[src/hdl/spmc_pkg.sv]
// spmc_pkg: shared constants and types of the microstep pulse link.
// assumes a 200 MHz ref_clk on both ends; all link levels are
// 1 = photocoupler conducting, 0 = not conducting.
package spmc_pkg;

	// basic types
	typedef logic [3:0] spmc_code_t;
	typedef logic [17:0] spmc_units_t;
	typedef logic [20:0] spmc_phase_t;
	typedef logic [15:0] spmc_cnt_t;

	// clock rate and timing figures
	localparam int unsigned SPMC_CLK_MHZ = 200;
	localparam int unsigned SPMC_DIR_GAP_US = 10;
	localparam int unsigned SPMC_DIR_GAP_CYC = SPMC_DIR_GAP_US * SPMC_CLK_MHZ;
	localparam int unsigned SPMC_SETTLE_MS = 1;
	localparam int unsigned SPMC_SETTLE_CYC =
		SPMC_SETTLE_MS * 1000 * SPMC_CLK_MHZ;
	localparam int unsigned SPMC_STANDSTILL_MS = 100;
	localparam int unsigned SPMC_STANDSTILL_CYC =
		SPMC_STANDSTILL_MS * 1000 * SPMC_CLK_MHZ;

	// travel per microstep in units of 1/64000 full step
	localparam spmc_units_t SPMC_TBL_FIRST [16] = '{
		18'h0_FA00, 18'h0_7D00, 18'h0_6400, 18'h0_3E80,
		18'h0_3200, 18'h0_1F40, 18'h0_1900, 18'h0_0C80,
		18'h0_0A00, 18'h0_0640, 18'h0_0500, 18'h0_0320,
		18'h0_0280, 18'h0_0200, 18'h0_0140, 18'h0_0100};
	localparam spmc_units_t SPMC_TBL_SECOND [16] = '{
		18'h2_7100, 18'h1_3880, 18'h0_9C40, 18'h0_7D00,
		18'h0_4E20, 18'h0_3E80, 18'h0_2710, 18'h0_1900,
		18'h0_1388, 18'h0_0C80, 18'h0_09C4, 18'h0_0640,
		18'h0_0500, 18'h0_04E2, 18'h0_0280, 18'h0_0271};

	// one timing cycle: 10 full steps, 20 on a high-resolution motor
	localparam spmc_phase_t SPMC_PERIOD_STD = 21'h0_9_C400;
	localparam spmc_phase_t SPMC_PERIOD_HI = 21'h1_3_8800;

	// synchroniser slots on the device
	localparam int unsigned SPMC_IN_A = 0;
	localparam int unsigned SPMC_IN_B = 1;
	localparam int unsigned SPMC_IN_AWOFF = 2;
	localparam int unsigned SPMC_IN_RES = 3;
	localparam int unsigned SPMC_NIN = 4;

	// controller register offsets (byte addresses)
	localparam logic [7:0] SPMC_REG_CTRL = 8'h00;
	localparam logic [7:0] SPMC_REG_MOVE = 8'h04;
	localparam logic [7:0] SPMC_REG_STATUS = 8'h08;
	localparam logic [7:0] SPMC_REG_HALF = 8'h0C;

	// field positions
	localparam int unsigned SPMC_CTRL_ONE_PULSE = 0;
	localparam int unsigned SPMC_CTRL_AWOFF = 1;
	localparam int unsigned SPMC_CTRL_RES_SEL = 2;
	localparam int unsigned SPMC_MOVE_FWD = 16;
	localparam int unsigned SPMC_ST_BUSY = 0;
	localparam int unsigned SPMC_ST_TIMING = 1;
	localparam int unsigned SPMC_ST_RES_PEND = 2;
	localparam int unsigned SPMC_ST_REMAIN = 16;

	// reset values
	localparam logic [2:0] SPMC_CTRL_RST = 3'h0;
	localparam spmc_cnt_t SPMC_HALF_RST = 16'h0064;

	// axi responses
	localparam logic [1:0] SPMC_RESP_OKAY = 2'h0;
	localparam logic [1:0] SPMC_RESP_SLVERR = 2'h2;

	// controller sequencer states
	typedef enum logic [1:0] {
		SPMC_ST_IDLE = 2'b00,
		SPMC_ST_WAIT = 2'b01,
		SPMC_ST_HIGH = 2'b10,
		SPMC_ST_LOW = 2'b11
	} spmc_seq_t;

endpackage

[src/hdl/spmc_link_if.sv]
// spmc_link_if: the isolated input/output wires between controller
// and driver. pulse_a carries the step pulse (one-pulse mode) or the
// forward pulse (two-pulse mode); pulse_b carries direction or the
// reverse pulse. 1 means the photocoupler conducts.
`timescale 1ns/1ps
interface spmc_link_if;
	logic pulse_a;
	logic pulse_b;
	logic awoff;
	logic res_sel;
	logic timing;

	modport dev (
		input pulse_a,
		input pulse_b,
		input awoff,
		input res_sel,
		output timing
	);

	modport ctl (
		output pulse_a,
		output pulse_b,
		output awoff,
		output res_sel,
		input timing
	);
endinterface

[src/hdl/spmc_ctrl.sv]
// spmc_ctrl: motion-controller end that drives the pulse link, with
// an axi4-lite slave for software.
// assumes ref_clk at 200 MHz and one outstanding access per channel
// pair; timing from the driver is an asynchronous level.
`timescale 1ns/1ps
module spmc_ctrl #(
	parameter int unsigned SETTLE_CYCLES = spmc_pkg::SPMC_SETTLE_CYC
) (
	// clock and reset
	input wire logic ref_clk,
	input wire logic rst_b,
	// axi4-lite write
	input wire logic [7:0] s_axi_awaddr,
	input wire logic s_axi_awvalid,
	output logic s_axi_awready,
	input wire logic [31:0] s_axi_wdata,
	input wire logic [3:0] s_axi_wstrb,
	input wire logic s_axi_wvalid,
	output logic s_axi_wready,
	output logic [1:0] s_axi_bresp,
	output logic s_axi_bvalid,
	input wire logic s_axi_bready,
	// axi4-lite read
	input wire logic [7:0] s_axi_araddr,
	input wire logic s_axi_arvalid,
	output logic s_axi_arready,
	output logic [31:0] s_axi_rdata,
	output logic [1:0] s_axi_rresp,
	output logic s_axi_rvalid,
	input wire logic s_axi_rready,
	// link to the driver
	spmc_link_if.ctl link
);
	import spmc_pkg::*;

	logic aw_full_q, w_full_q, awready_q, wready_q, bvalid_q;
	logic arready_q, rvalid_q;
	logic [1:0] bresp_q, rresp_q;
	logic [31:0] rdata_q, wdata_q, wmask, rd_d;
	logic [7:0] awaddr_q;
	logic [3:0] wstrb_q;
	logic wr_do, aw_hs, w_hs, ar_hs, rd_ok;
	logic [2:0] ctrl_q;
	spmc_cnt_t half_q, remain_q, hcnt_q;
	logic mv_go, fwd_q, last_fwd_q, res_q;
	logic pa_q, pb_q, tim_meta_q, tim_q, awoff_q;
	logic [31:0] wait_q, settle_q;
	spmc_seq_t st_q;

	// write channel capture, either order, response after both
	assign aw_hs = s_axi_awvalid & awready_q;
	assign w_hs = s_axi_wvalid & wready_q;
	assign wr_do = aw_full_q & w_full_q & ~bvalid_q;
	always_ff @(posedge ref_clk) begin
		if (!rst_b) begin
			aw_full_q <= 1'b0;
			w_full_q <= 1'b0;
			awready_q <= 1'b0;
			wready_q <= 1'b0;
			bvalid_q <= 1'b0;
			bresp_q <= SPMC_RESP_OKAY;
			awaddr_q <= '0;
			wdata_q <= '0;
			wstrb_q <= '0;
		end else begin
			if (aw_hs) begin
				awaddr_q <= s_axi_awaddr;
			end
			if (w_hs) begin
				wdata_q <= s_axi_wdata;
				wstrb_q <= s_axi_wstrb;
			end
			aw_full_q <= (aw_full_q | aw_hs) & ~wr_do;
			w_full_q <= (w_full_q | w_hs) & ~wr_do;
			awready_q <= ~(aw_full_q | aw_hs) | wr_do;
			wready_q <= ~(w_full_q | w_hs) | wr_do;
			if (wr_do) begin
				bvalid_q <= 1'b1;
				bresp_q <= (awaddr_q[7:2] <= SPMC_REG_HALF[7:2] &&
					awaddr_q != SPMC_REG_STATUS) ?
					SPMC_RESP_OKAY : SPMC_RESP_SLVERR;
			end else if (s_axi_bready) begin
				bvalid_q <= 1'b0;
			end
		end
	end

	// byte enables widened to a bit mask
	always_comb begin
		for (int i = 0; i < 4; i++) begin
			wmask[i*8 +: 8] = {8{wstrb_q[i]}};
		end
	end

	// control and pulse-width registers
	always_ff @(posedge ref_clk) begin
		if (!rst_b) begin
			ctrl_q <= SPMC_CTRL_RST;
			half_q <= SPMC_HALF_RST;
		end else if (wr_do && awaddr_q == SPMC_REG_CTRL) begin
			ctrl_q <= (ctrl_q & ~wmask[2:0]) | (wdata_q[2:0] & wmask[2:0]);
		end else if (wr_do && awaddr_q == SPMC_REG_HALF) begin
			half_q <= (half_q & ~wmask[15:0]) | (wdata_q[15:0] & wmask[15:0]);
		end
	end

	// a move is taken only idle, with windings on and a nonzero count
	assign mv_go = wr_do && awaddr_q == SPMC_REG_MOVE && st_q == SPMC_ST_IDLE
		&& !ctrl_q[SPMC_CTRL_AWOFF] && wdata_q[15:0] != '0;

	// read channel
	always_comb begin
		rd_ok = 1'b1;
		case (s_axi_araddr)
			SPMC_REG_CTRL: rd_d = {29'h0, ctrl_q};
			SPMC_REG_MOVE: rd_d = {15'h0, fwd_q, remain_q};
			SPMC_REG_STATUS: rd_d = {remain_q, 13'h0,
				ctrl_q[SPMC_CTRL_RES_SEL] != res_q, tim_q,
				st_q != SPMC_ST_IDLE};
			SPMC_REG_HALF: rd_d = {16'h0, half_q};
			default: begin
				rd_d = '0;
				rd_ok = 1'b0;
			end
		endcase
	end

	assign ar_hs = s_axi_arvalid & arready_q;
	always_ff @(posedge ref_clk) begin
		if (!rst_b) begin
			arready_q <= 1'b0;
			rvalid_q <= 1'b0;
			rdata_q <= '0;
			rresp_q <= SPMC_RESP_OKAY;
		end else if (ar_hs) begin
			arready_q <= 1'b0;
			rvalid_q <= 1'b1;
			rdata_q <= rd_d;
			rresp_q <= rd_ok ? SPMC_RESP_OKAY : SPMC_RESP_SLVERR;
		end else if (rvalid_q) begin
			rvalid_q <= ~s_axi_rready;
			arready_q <= s_axi_rready;
		end else begin
			arready_q <= 1'b1;
		end
	end

	// timing level from the driver, two-flop synchronised
	always_ff @(posedge ref_clk) begin
		if (!rst_b) begin
			tim_meta_q <= 1'b0;
			tim_q <= 1'b0;
		end else begin
			tim_meta_q <= link.timing;
			tim_q <= tim_meta_q;
		end
	end

	// windings-off and settle time after its release
	always_ff @(posedge ref_clk) begin
		if (!rst_b) begin
			awoff_q <= 1'b0;
			settle_q <= '0;
		end else begin
			awoff_q <= ctrl_q[SPMC_CTRL_AWOFF];
			if (awoff_q && !ctrl_q[SPMC_CTRL_AWOFF]) begin
				settle_q <= SETTLE_CYCLES;
			end else if (settle_q != '0) begin
				settle_q <= settle_q - 32'd1;
			end
		end
	end

	// resolution select follows software only stopped with timing on
	always_ff @(posedge ref_clk) begin
		if (!rst_b) begin
			res_q <= 1'b0;
		end else if (st_q == SPMC_ST_IDLE && tim_q) begin
			res_q <= ctrl_q[SPMC_CTRL_RES_SEL];
		end
	end

	// pulse sequencer
	always_ff @(posedge ref_clk) begin
		if (!rst_b) begin
			st_q <= SPMC_ST_IDLE;
			wait_q <= '0;
			hcnt_q <= '0;
			remain_q <= '0;
			fwd_q <= 1'b0;
			last_fwd_q <= 1'b0;
		end else begin
			case (st_q)
				SPMC_ST_IDLE: begin
					if (mv_go) begin
						fwd_q <= wdata_q[SPMC_MOVE_FWD];
						remain_q <= wdata_q[15:0];
						// a reversal first waits out the direction gap; so does
						// every one-pulse move, as a mode switch moves the pin
						wait_q <= (wdata_q[SPMC_MOVE_FWD] != last_fwd_q ||
							ctrl_q[SPMC_CTRL_ONE_PULSE]) ?
							SPMC_DIR_GAP_CYC : '0;
						st_q <= SPMC_ST_WAIT;
					end
				end
				SPMC_ST_WAIT: begin
					last_fwd_q <= fwd_q;
					if (wait_q != '0) begin
						wait_q <= wait_q - 32'd1;
					end else if (settle_q == '0) begin
						hcnt_q <= half_q;
						st_q <= SPMC_ST_HIGH;
					end
				end
				SPMC_ST_HIGH: begin
					if (hcnt_q > 16'd1) begin
						hcnt_q <= hcnt_q - 16'd1;
					end else begin
						hcnt_q <= half_q;
						st_q <= SPMC_ST_LOW;
					end
				end
				SPMC_ST_LOW: begin
					if (hcnt_q > 16'd1) begin
						hcnt_q <= hcnt_q - 16'd1;
					end else if (remain_q == 16'd1) begin
						remain_q <= '0;
						st_q <= SPMC_ST_IDLE;
					end else begin
						remain_q <= remain_q - 16'd1;
						hcnt_q <= half_q;
						st_q <= SPMC_ST_HIGH;
					end
				end
				default: st_q <= SPMC_ST_IDLE;
			endcase
		end
	end

	// pin drive: in two-pulse mode one pin conducts at a time and idle pins are off; in one-pulse mode pulse_b holds the direction level
	always_ff @(posedge ref_clk) begin
		if (!rst_b) begin
			pa_q <= 1'b0;
			pb_q <= 1'b0;
		end else if (ctrl_q[SPMC_CTRL_ONE_PULSE]) begin
			pa_q <= (st_q == SPMC_ST_HIGH);
			pb_q <= (st_q == SPMC_ST_IDLE) ? last_fwd_q : fwd_q;
		end else begin
			pa_q <= (st_q == SPMC_ST_HIGH) && fwd_q;
			pb_q <= (st_q == SPMC_ST_HIGH) && !fwd_q;
		end
	end

	// outputs straight from flops
	assign link.pulse_a = pa_q;
	assign link.pulse_b = pb_q;
	assign link.awoff = awoff_q;
	assign link.res_sel = res_q;
	assign s_axi_awready = awready_q;
	assign s_axi_wready = wready_q;
	assign s_axi_bvalid = bvalid_q;
	assign s_axi_bresp = bresp_q;
	assign s_axi_arready = arready_q;
	assign s_axi_rvalid = rvalid_q;
	assign s_axi_rdata = rdata_q;
	assign s_axi_rresp = rresp_q;
endmodule

[src/flat_wrapper.sv]
// flat-port wrapper written by rule: the top's interface ports become plain ports
module spmc_ctrl_flat import spmc_pkg::*;
#(
	parameter int unsigned SETTLE_CYCLES = spmc_pkg::SPMC_SETTLE_CYC
)
  (ref_clk, rst_b, s_axi_awaddr, s_axi_awvalid, s_axi_awready, s_axi_wdata, s_axi_wstrb, s_axi_wvalid, s_axi_wready, s_axi_bresp, s_axi_bvalid, s_axi_bready, s_axi_araddr, s_axi_arvalid, s_axi_arready, s_axi_rdata, s_axi_rresp, s_axi_rvalid, s_axi_rready, link_pulse_a, link_pulse_b, link_awoff, link_res_sel, link_timing);
  spmc_link_if link_i ();
  input wire logic ref_clk;
  input wire logic rst_b;
  input wire logic [7:0] s_axi_awaddr;
  input wire logic s_axi_awvalid;
  output logic s_axi_awready;
  input wire logic [31:0] s_axi_wdata;
  input wire logic [3:0] s_axi_wstrb;
  input wire logic s_axi_wvalid;
  output logic s_axi_wready;
  output logic [1:0] s_axi_bresp;
  output logic s_axi_bvalid;
  input wire logic s_axi_bready;
  input wire logic [7:0] s_axi_araddr;
  input wire logic s_axi_arvalid;
  output logic s_axi_arready;
  output logic [31:0] s_axi_rdata;
  output logic [1:0] s_axi_rresp;
  output logic s_axi_rvalid;
  input wire logic s_axi_rready;
  output wire logic [$bits(link_i.pulse_a)-1:0] link_pulse_a;
  output wire logic [$bits(link_i.pulse_b)-1:0] link_pulse_b;
  output wire logic [$bits(link_i.awoff)-1:0] link_awoff;
  output wire logic [$bits(link_i.res_sel)-1:0] link_res_sel;
  input wire logic [$bits(link_i.timing)-1:0] link_timing;
  assign link_pulse_a = link_i.pulse_a;
  assign link_pulse_b = link_i.pulse_b;
  assign link_awoff = link_i.awoff;
  assign link_res_sel = link_i.res_sel;
  assign link_i.timing = link_timing;
  spmc_ctrl #(.SETTLE_CYCLES(SETTLE_CYCLES)) u_core (.ref_clk(ref_clk), .rst_b(rst_b), .s_axi_awaddr(s_axi_awaddr), .s_axi_awvalid(s_axi_awvalid), .s_axi_awready(s_axi_awready), .s_axi_wdata(s_axi_wdata), .s_axi_wstrb(s_axi_wstrb), .s_axi_wvalid(s_axi_wvalid), .s_axi_wready(s_axi_wready), .s_axi_bresp(s_axi_bresp), .s_axi_bvalid(s_axi_bvalid), .s_axi_bready(s_axi_bready), .s_axi_araddr(s_axi_araddr), .s_axi_arvalid(s_axi_arvalid), .s_axi_arready(s_axi_arready), .s_axi_rdata(s_axi_rdata), .s_axi_rresp(s_axi_rresp), .s_axi_rvalid(s_axi_rvalid), .s_axi_rready(s_axi_rready), .link(link_i));
endmodule
[config.mk]
export PLATFORM = sky130hd
export DESIGN_NAME = spmc_ctrl_flat
export DESIGN_NICKNAME = d
export VERILOG_FILES = /design/src/hdl/spmc_pkg.sv /design/src/hdl/spmc_link_if.sv /design/src/hdl/spmc_ctrl.sv /design/src/flat_wrapper.sv
export SDC_FILE = /design/constraint.sdc
export NUM_CORES = 1
export LEC_CHECK = 0
export ABC_CLOCK_PERIOD_IN_PS = 7950
export BUFFER_PORTS_ARGS = -buffer_cell sky130_fd_sc_hd__buf_2
export CAP_MARGIN = 20
export CORE_MARGIN = 3
export CORE_UTILIZATION = 58
export CTS_CLUSTER_SIZE = 20
export DETAILED_ROUTE_END_ITERATION = 8
export PLACE_DENSITY = 0.79
export SYNTH_ARGS = -nofsm -noshare
export SYNTH_HDL_FRONTEND = slang
export SYNTH_SLANG_ARGS = --single-unit
[constraint.sdc]
create_clock -name ref_clk -period 7.95 [get_ports ref_clk]
set_input_delay 1.1925 -clock ref_clk [delete_from_list [all_inputs] [get_ports ref_clk]]
set_output_delay 1.1925 -clock ref_clk [all_outputs]
set_load 0.05 [all_outputs]
# Word-level counts from Yosys, hierarchy flattened
# Cells that the tools add are included.
# word_totals
regBits,195
inputBits,60
out_inout_bits,45
wordCells,151
# op_classes
add_sub_neg,4
magnitude_cmp,2
eq_ne,19
mux,35
bitwise,26
reduce_logical,36
# ops
operator,count
$mux 16,8
$pmux 32 s4,1
$mux 32,2
$pmux 32 s2,1
$reduce_bool 32->1,2
$sub 32x1->32 const B,2
$pmux 16 s3,1
$mux 18,2
$and 16x16->16,2
$logic_not 32->1,1
$pmux 16 s2,1
$sub 16x1->16 const B,2
$eq 8x4->1 const B,3
$eq 16x1->1 const B,1
$eq 8x3->1 const B,2
$gt 16x1->1 const B,1
$logic_not 8->1,2
$mux 2,8
$not 16->16,1
$or 16x16->16,1
$reduce_bool 16->1,1
$logic_and 1x1->1,11
$mux 11,1
$reduce_bool 2->1,5
other kinds (26),60

# Logic depth before layout (Yosys ltp)
# depth
ltp_word,8
depth_mapped,11
ltp_nobuf,8

# Worst setup path after synthesis
# OpenSTA, ideal clock, no wires.
# synth_timing
path_type,input to register
from,input s_axi_araddr[5]
to,register u_core.rdata_q[22] (netlist: u_core.s_axi_rdata[22])
setup_ns,0.066
arrival_ns,2.605
t_required_ns,7.884
slack_ns,5.279
stages,8
path_buffers,2
cell_sequence,nor4_1 nand2_1 nor2_1 and3_1 clkbuf_1 clkbuf_1 a22oi_1 nor2_1
# synth_between
elab_chain_cells,2
elab_cells_between_ends,5
classes_between,eq/ne (3); mux (1); reduce/logical (1)
# synth_lines
element,line,source
from (decl),flat_wrapper.sv:20,input wire logic [7:0] s_axi_araddr;
"$eq 8x4->1, or another cell as far along",spmc_ctrl.sv:114,case (s_axi_araddr)
$pmux 32 s4 (*),spmc_ctrl.sv:114,
to (signal assigned),spmc_ctrl.sv:138,rdata_q <= rd_d;
to (decl),spmc_ctrl.sv:39,"logic [31:0] rdata_q, wdata_q, wmask, rd_d;"
# Mark *: on every way between the ends. The rest lies on a longest branch, timed or not.
# A chain may end at the register's enable or synchronous reset.

# Worst setup path after layout
# layout_timing
from,register u_core.settle_q[8]
to,register u_core.hcnt_q[0]
# layout_between
elab_chain_cells,3
# layout_lines
element,line,source
from (decl),spmc_ctrl.sv:47,"logic [31:0] wait_q, settle_q;"
from (signal assigned),spmc_ctrl.sv:169,settle_q <= settle_q - 32'd1;
$logic_not 32->1,spmc_ctrl.sv:210,end else if (settle_q == '0) begin
$ne 2x1->1 (no line),--,
$reduce_and 4->1 (no line),--,
to (signal assigned),spmc_ctrl.sv:211,hcnt_q <= half_q;
to (signal assigned),spmc_ctrl.sv:217,hcnt_q <= hcnt_q - 16'd1;
to (signal assigned),spmc_ctrl.sv:219,hcnt_q <= half_q;
to (decl),spmc_ctrl.sv:44,"spmc_cnt_t half_q, remain_q, hcnt_q;"
# Every way passes these cells.

==> out/metrics.cfg <==
[run_status]
outcome = finished clean

[yosys]
synthArstFlopShare = 0
ys_seq_elements = 193
synth_cells = 1092
synth.most_common_cell = dfxtp_1
syn_area_per_cell_um2 = 8.29
ys.flop_type = dfxtp_1
seq_area_frac_synth = 0.427
synth-edff-count = 0
ys_top_cells_by_area = dfxtp_1 43%, nor2_1 6.2%, a21oi_1 4.9%
yosysTopAreaCell = dfxtp_1
synth_common_cells = 193 x dfxtp_1, 149 x nor2_1, 109 x nand2_1
synth_area_mm2 = 0.00905
synth_top_area_frac = 0.427
synth.distinct_cells = 70
ys_warn_count = 0

[timing]
rsz0062_at_grt = false
tightest_slew_ns = 1.06
fin_crit_ns = 3.36
hold_viol_final = 0
slew_headroom = 0.292
layout_setup_ws_ns = 4.59
slew_violations = 0
tns_ns = 0
skew_ns = 0.0139
setup_viol = 0
max_freq_ghz = 0.298
fin_crit_sh = 0.422

[finish]
areaGrowthSynthToFinish_pct = 11.4
final_nets = 1194
num_antenna_cells = 0
num-fill-cells = 1320
drive_gt1_frac = 0.126

[setup_path]
cp_data_arrival_time_ns = 3.67
crit_slowest_cell = nor4_4
cp_max_fo = 15
critical_path.top_delay_family = simple AND/OR/NAND/NOR gates
critPathRequiredTime_ns = 8.26
crit_path_start_kind = register
slowest_delay_ns = 0.85
cp-end-kind = register
critical_path.reg2reg.endpoint = u_core.hcnt_q[0]$_SDFFE_PN0P_
crit_buf_inv = 0
rr_startpoint = u_core.settle_q[8]$_SDFFE_PN0P_
worstSetupPathType = reg -> reg
r2r_slack_ns = 4.59
cp_cell_sequence = or4_4 > or3_1 > nor4_4 > a21o_2 > a21oi_1 > o41a_1
reg2reg_depth = 6

[placement]
port_buffers = 85
place_ws_ns = 4.37
hpwl_um = 15000
gp_congestion = 0.968

[min_path]
hp-start = u_core.tim_meta_q$_SDFF_PN0_
hp-class = reg -> reg
holdPathEnd = u_core.tim_q$_SDFF_PN0_
hold_path_depth = 1

[job]
drv_cap = 0

[clock_network]
tritoncts = yes
hold_buffers = 0
post_cts_buffers = 0
path_clk_slew_ns = 0.07
worstSkewPairLatency_ns = 0.44
cts_buffers = 17
cts_resized = 0
root_buffer = clkbuf_16
clockBufferDepth = 2
cts_max_level = 4
clkSinkCount = 193

[global_routing]
grt.overflow.total = 0
grtUsageTotal = 0.258
grt_antenna_before_repair = 1
grt_max_degree = 61
grt_pass1_wl_um = 35800
grt_pass1_vias = 7244

[floorplanning]
ios = 105
die_w_um = 131
start_util = 0.593
fp.dieH_um = 131
coreArea_mm2 = 0.0153
rows = 45
dieArea_mm2 = 0.0171

[power_and_ir_drop]
ir_drop_uv = 169
finalPower_mw = 2.60
p_per_area_mw_per_mm2 = 257
p_leak_nw = 4.10

[drt]
wl_per_cell_um = 16.6
drt_pass1_iterations = 5
via_count = 8184
ant_nets = 0
drt-total-wl_um = 22400
drc = 0
drtIter0Drc = 856
viasPerCell = 6.06

==> final cells by class <==
cell class	instances	area, µm²	area share
inverter	14	53.8	0.00533
clock inverter	15	173	0.0171
tap	211	264	0.0262
clock buffer	17	425	0.0422
timing repair buffer	89	475	0.0471
sequential	193	3860	0.383
multi-input combinational	811	4830	0.479
==> worst max-delay path by stage <==
stage | from | endpoint | slack [ns] | depth (start not counted)
2_1_floorplan | s_axi_araddr[5] | u_core.s_axi_rdata[22]$_SDFFE_PN0P_ | 5.28 | 8
3_3_place_gp | s_axi_arvalid | u_core.s_axi_rdata[31]$_SDFFE_PN0P_ | 4.39 | 6
3_5_place_dp | s_axi_arvalid | u_core.s_axi_rdata[30]$_SDFFE_PN0P_ | 4.37 | 6
4_1_cts | u_core.settle_q[8]$_SDFFE_PN0P_ | u_core.hcnt_q[0]$_SDFFE_PN0P_ | 4.61 | 6
5_1_grt | u_core.settle_q[8]$_SDFFE_PN0P_ | u_core.hcnt_q[7]$_SDFFE_PN0P_ | 4.37 | 6
6_report | u_core.settle_q[8]$_SDFFE_PN0P_ | u_core.hcnt_q[0]$_SDFFE_PN0P_ | 4.59 | 6
==> cell usage in the layout (no fill, tap or decap), types with 4 or more instances in the layout <==
cell type	n
a21oi_1	88
a31oi_1	5
o21a_1	5
inv_1	13
a2bb2oi_1	13
nand2_1	109
a211oi_1	5
a22oi_1	19
nor2_1	149
clkbuf_16	17
nor3_1	45
o311ai_0	5
dfxtp_1	193
clkinvlp_4	5
nand4_1	10
or4_1	23
o21ai_0	39
xor2_1	13
mux2_2	6
or3_1	21
nand2b_1	10
mux2i_1	37
ha_1	8
a2111oi_0	5
nor4_1	30
buf_2	85
and2_1	11
and3_1	4
nand3_1	29
o211ai_1	9
o31ai_1	23
xnor2_1	31
nor4b_1	5
==> sequential cells by signal, indices dropped and copies added (netlist names), 2 cells and up, named ones only <==
signal and flops:
u_core.wait_q 32, u_core.remain_q 16, u_core.settle_q 32, u_core.wdata_q 17, u_core.st_q 2, u_core.awaddr_q 8
u_core.s_axi_rdata 32, u_core.hcnt_q 16, u_core.wstrb_q 2
==> report_power, final <==
part	switching, mW	total (mW)	internal (mW)	leakage, nW
clock network	0.396	0.868	0.472	0.279
registers	0.0693	1.10	1.04	1.56
logic	0.387	0.624	0.237	2.26
==> routing by layer <==
metal / vias to the layer above / GRT usage / share of wire
met5: - / 0 / 0.00058
met1: 3841 / 0.359 / 0.45
met3: 50 / 0.0557 / 0.064
li1: 4008 / - / -
met2: 283 / 0.401 / 0.46
met4: 2 / 0.0841 / 0.021
==> metrics by stage <==
step,hold slack (ns),utilization,cell area [µm²],cells
floorplan,0.412,-,9060,1093
global placement,0.422,0.620,9460,1317
detailed placement,0.422,0.620,9460,1317
CTS,0.440,0.659,10100,1349
global route,0.476,0.661,10100,1350
finish,0.433,0.661,10100,1350
==> cells by family after synthesis <==
| logic type | Yosys count | synth area share |
|---|---|---|
| simple gates | 465 | 0.250 |
| compound gates | 247 | 0.175 |
| flops | 193 | 0.427 |
| buf+inv | 89 | 0.0405 |
| mux | 45 | 0.0533 |
| xor+xnor | 44 | 0.0426 |
| fa+ha+maj | 8 | 0.0111 |
| other cells | 1 | 0.000414 |
Note: power is estimated with default switching activity, not from simulation.
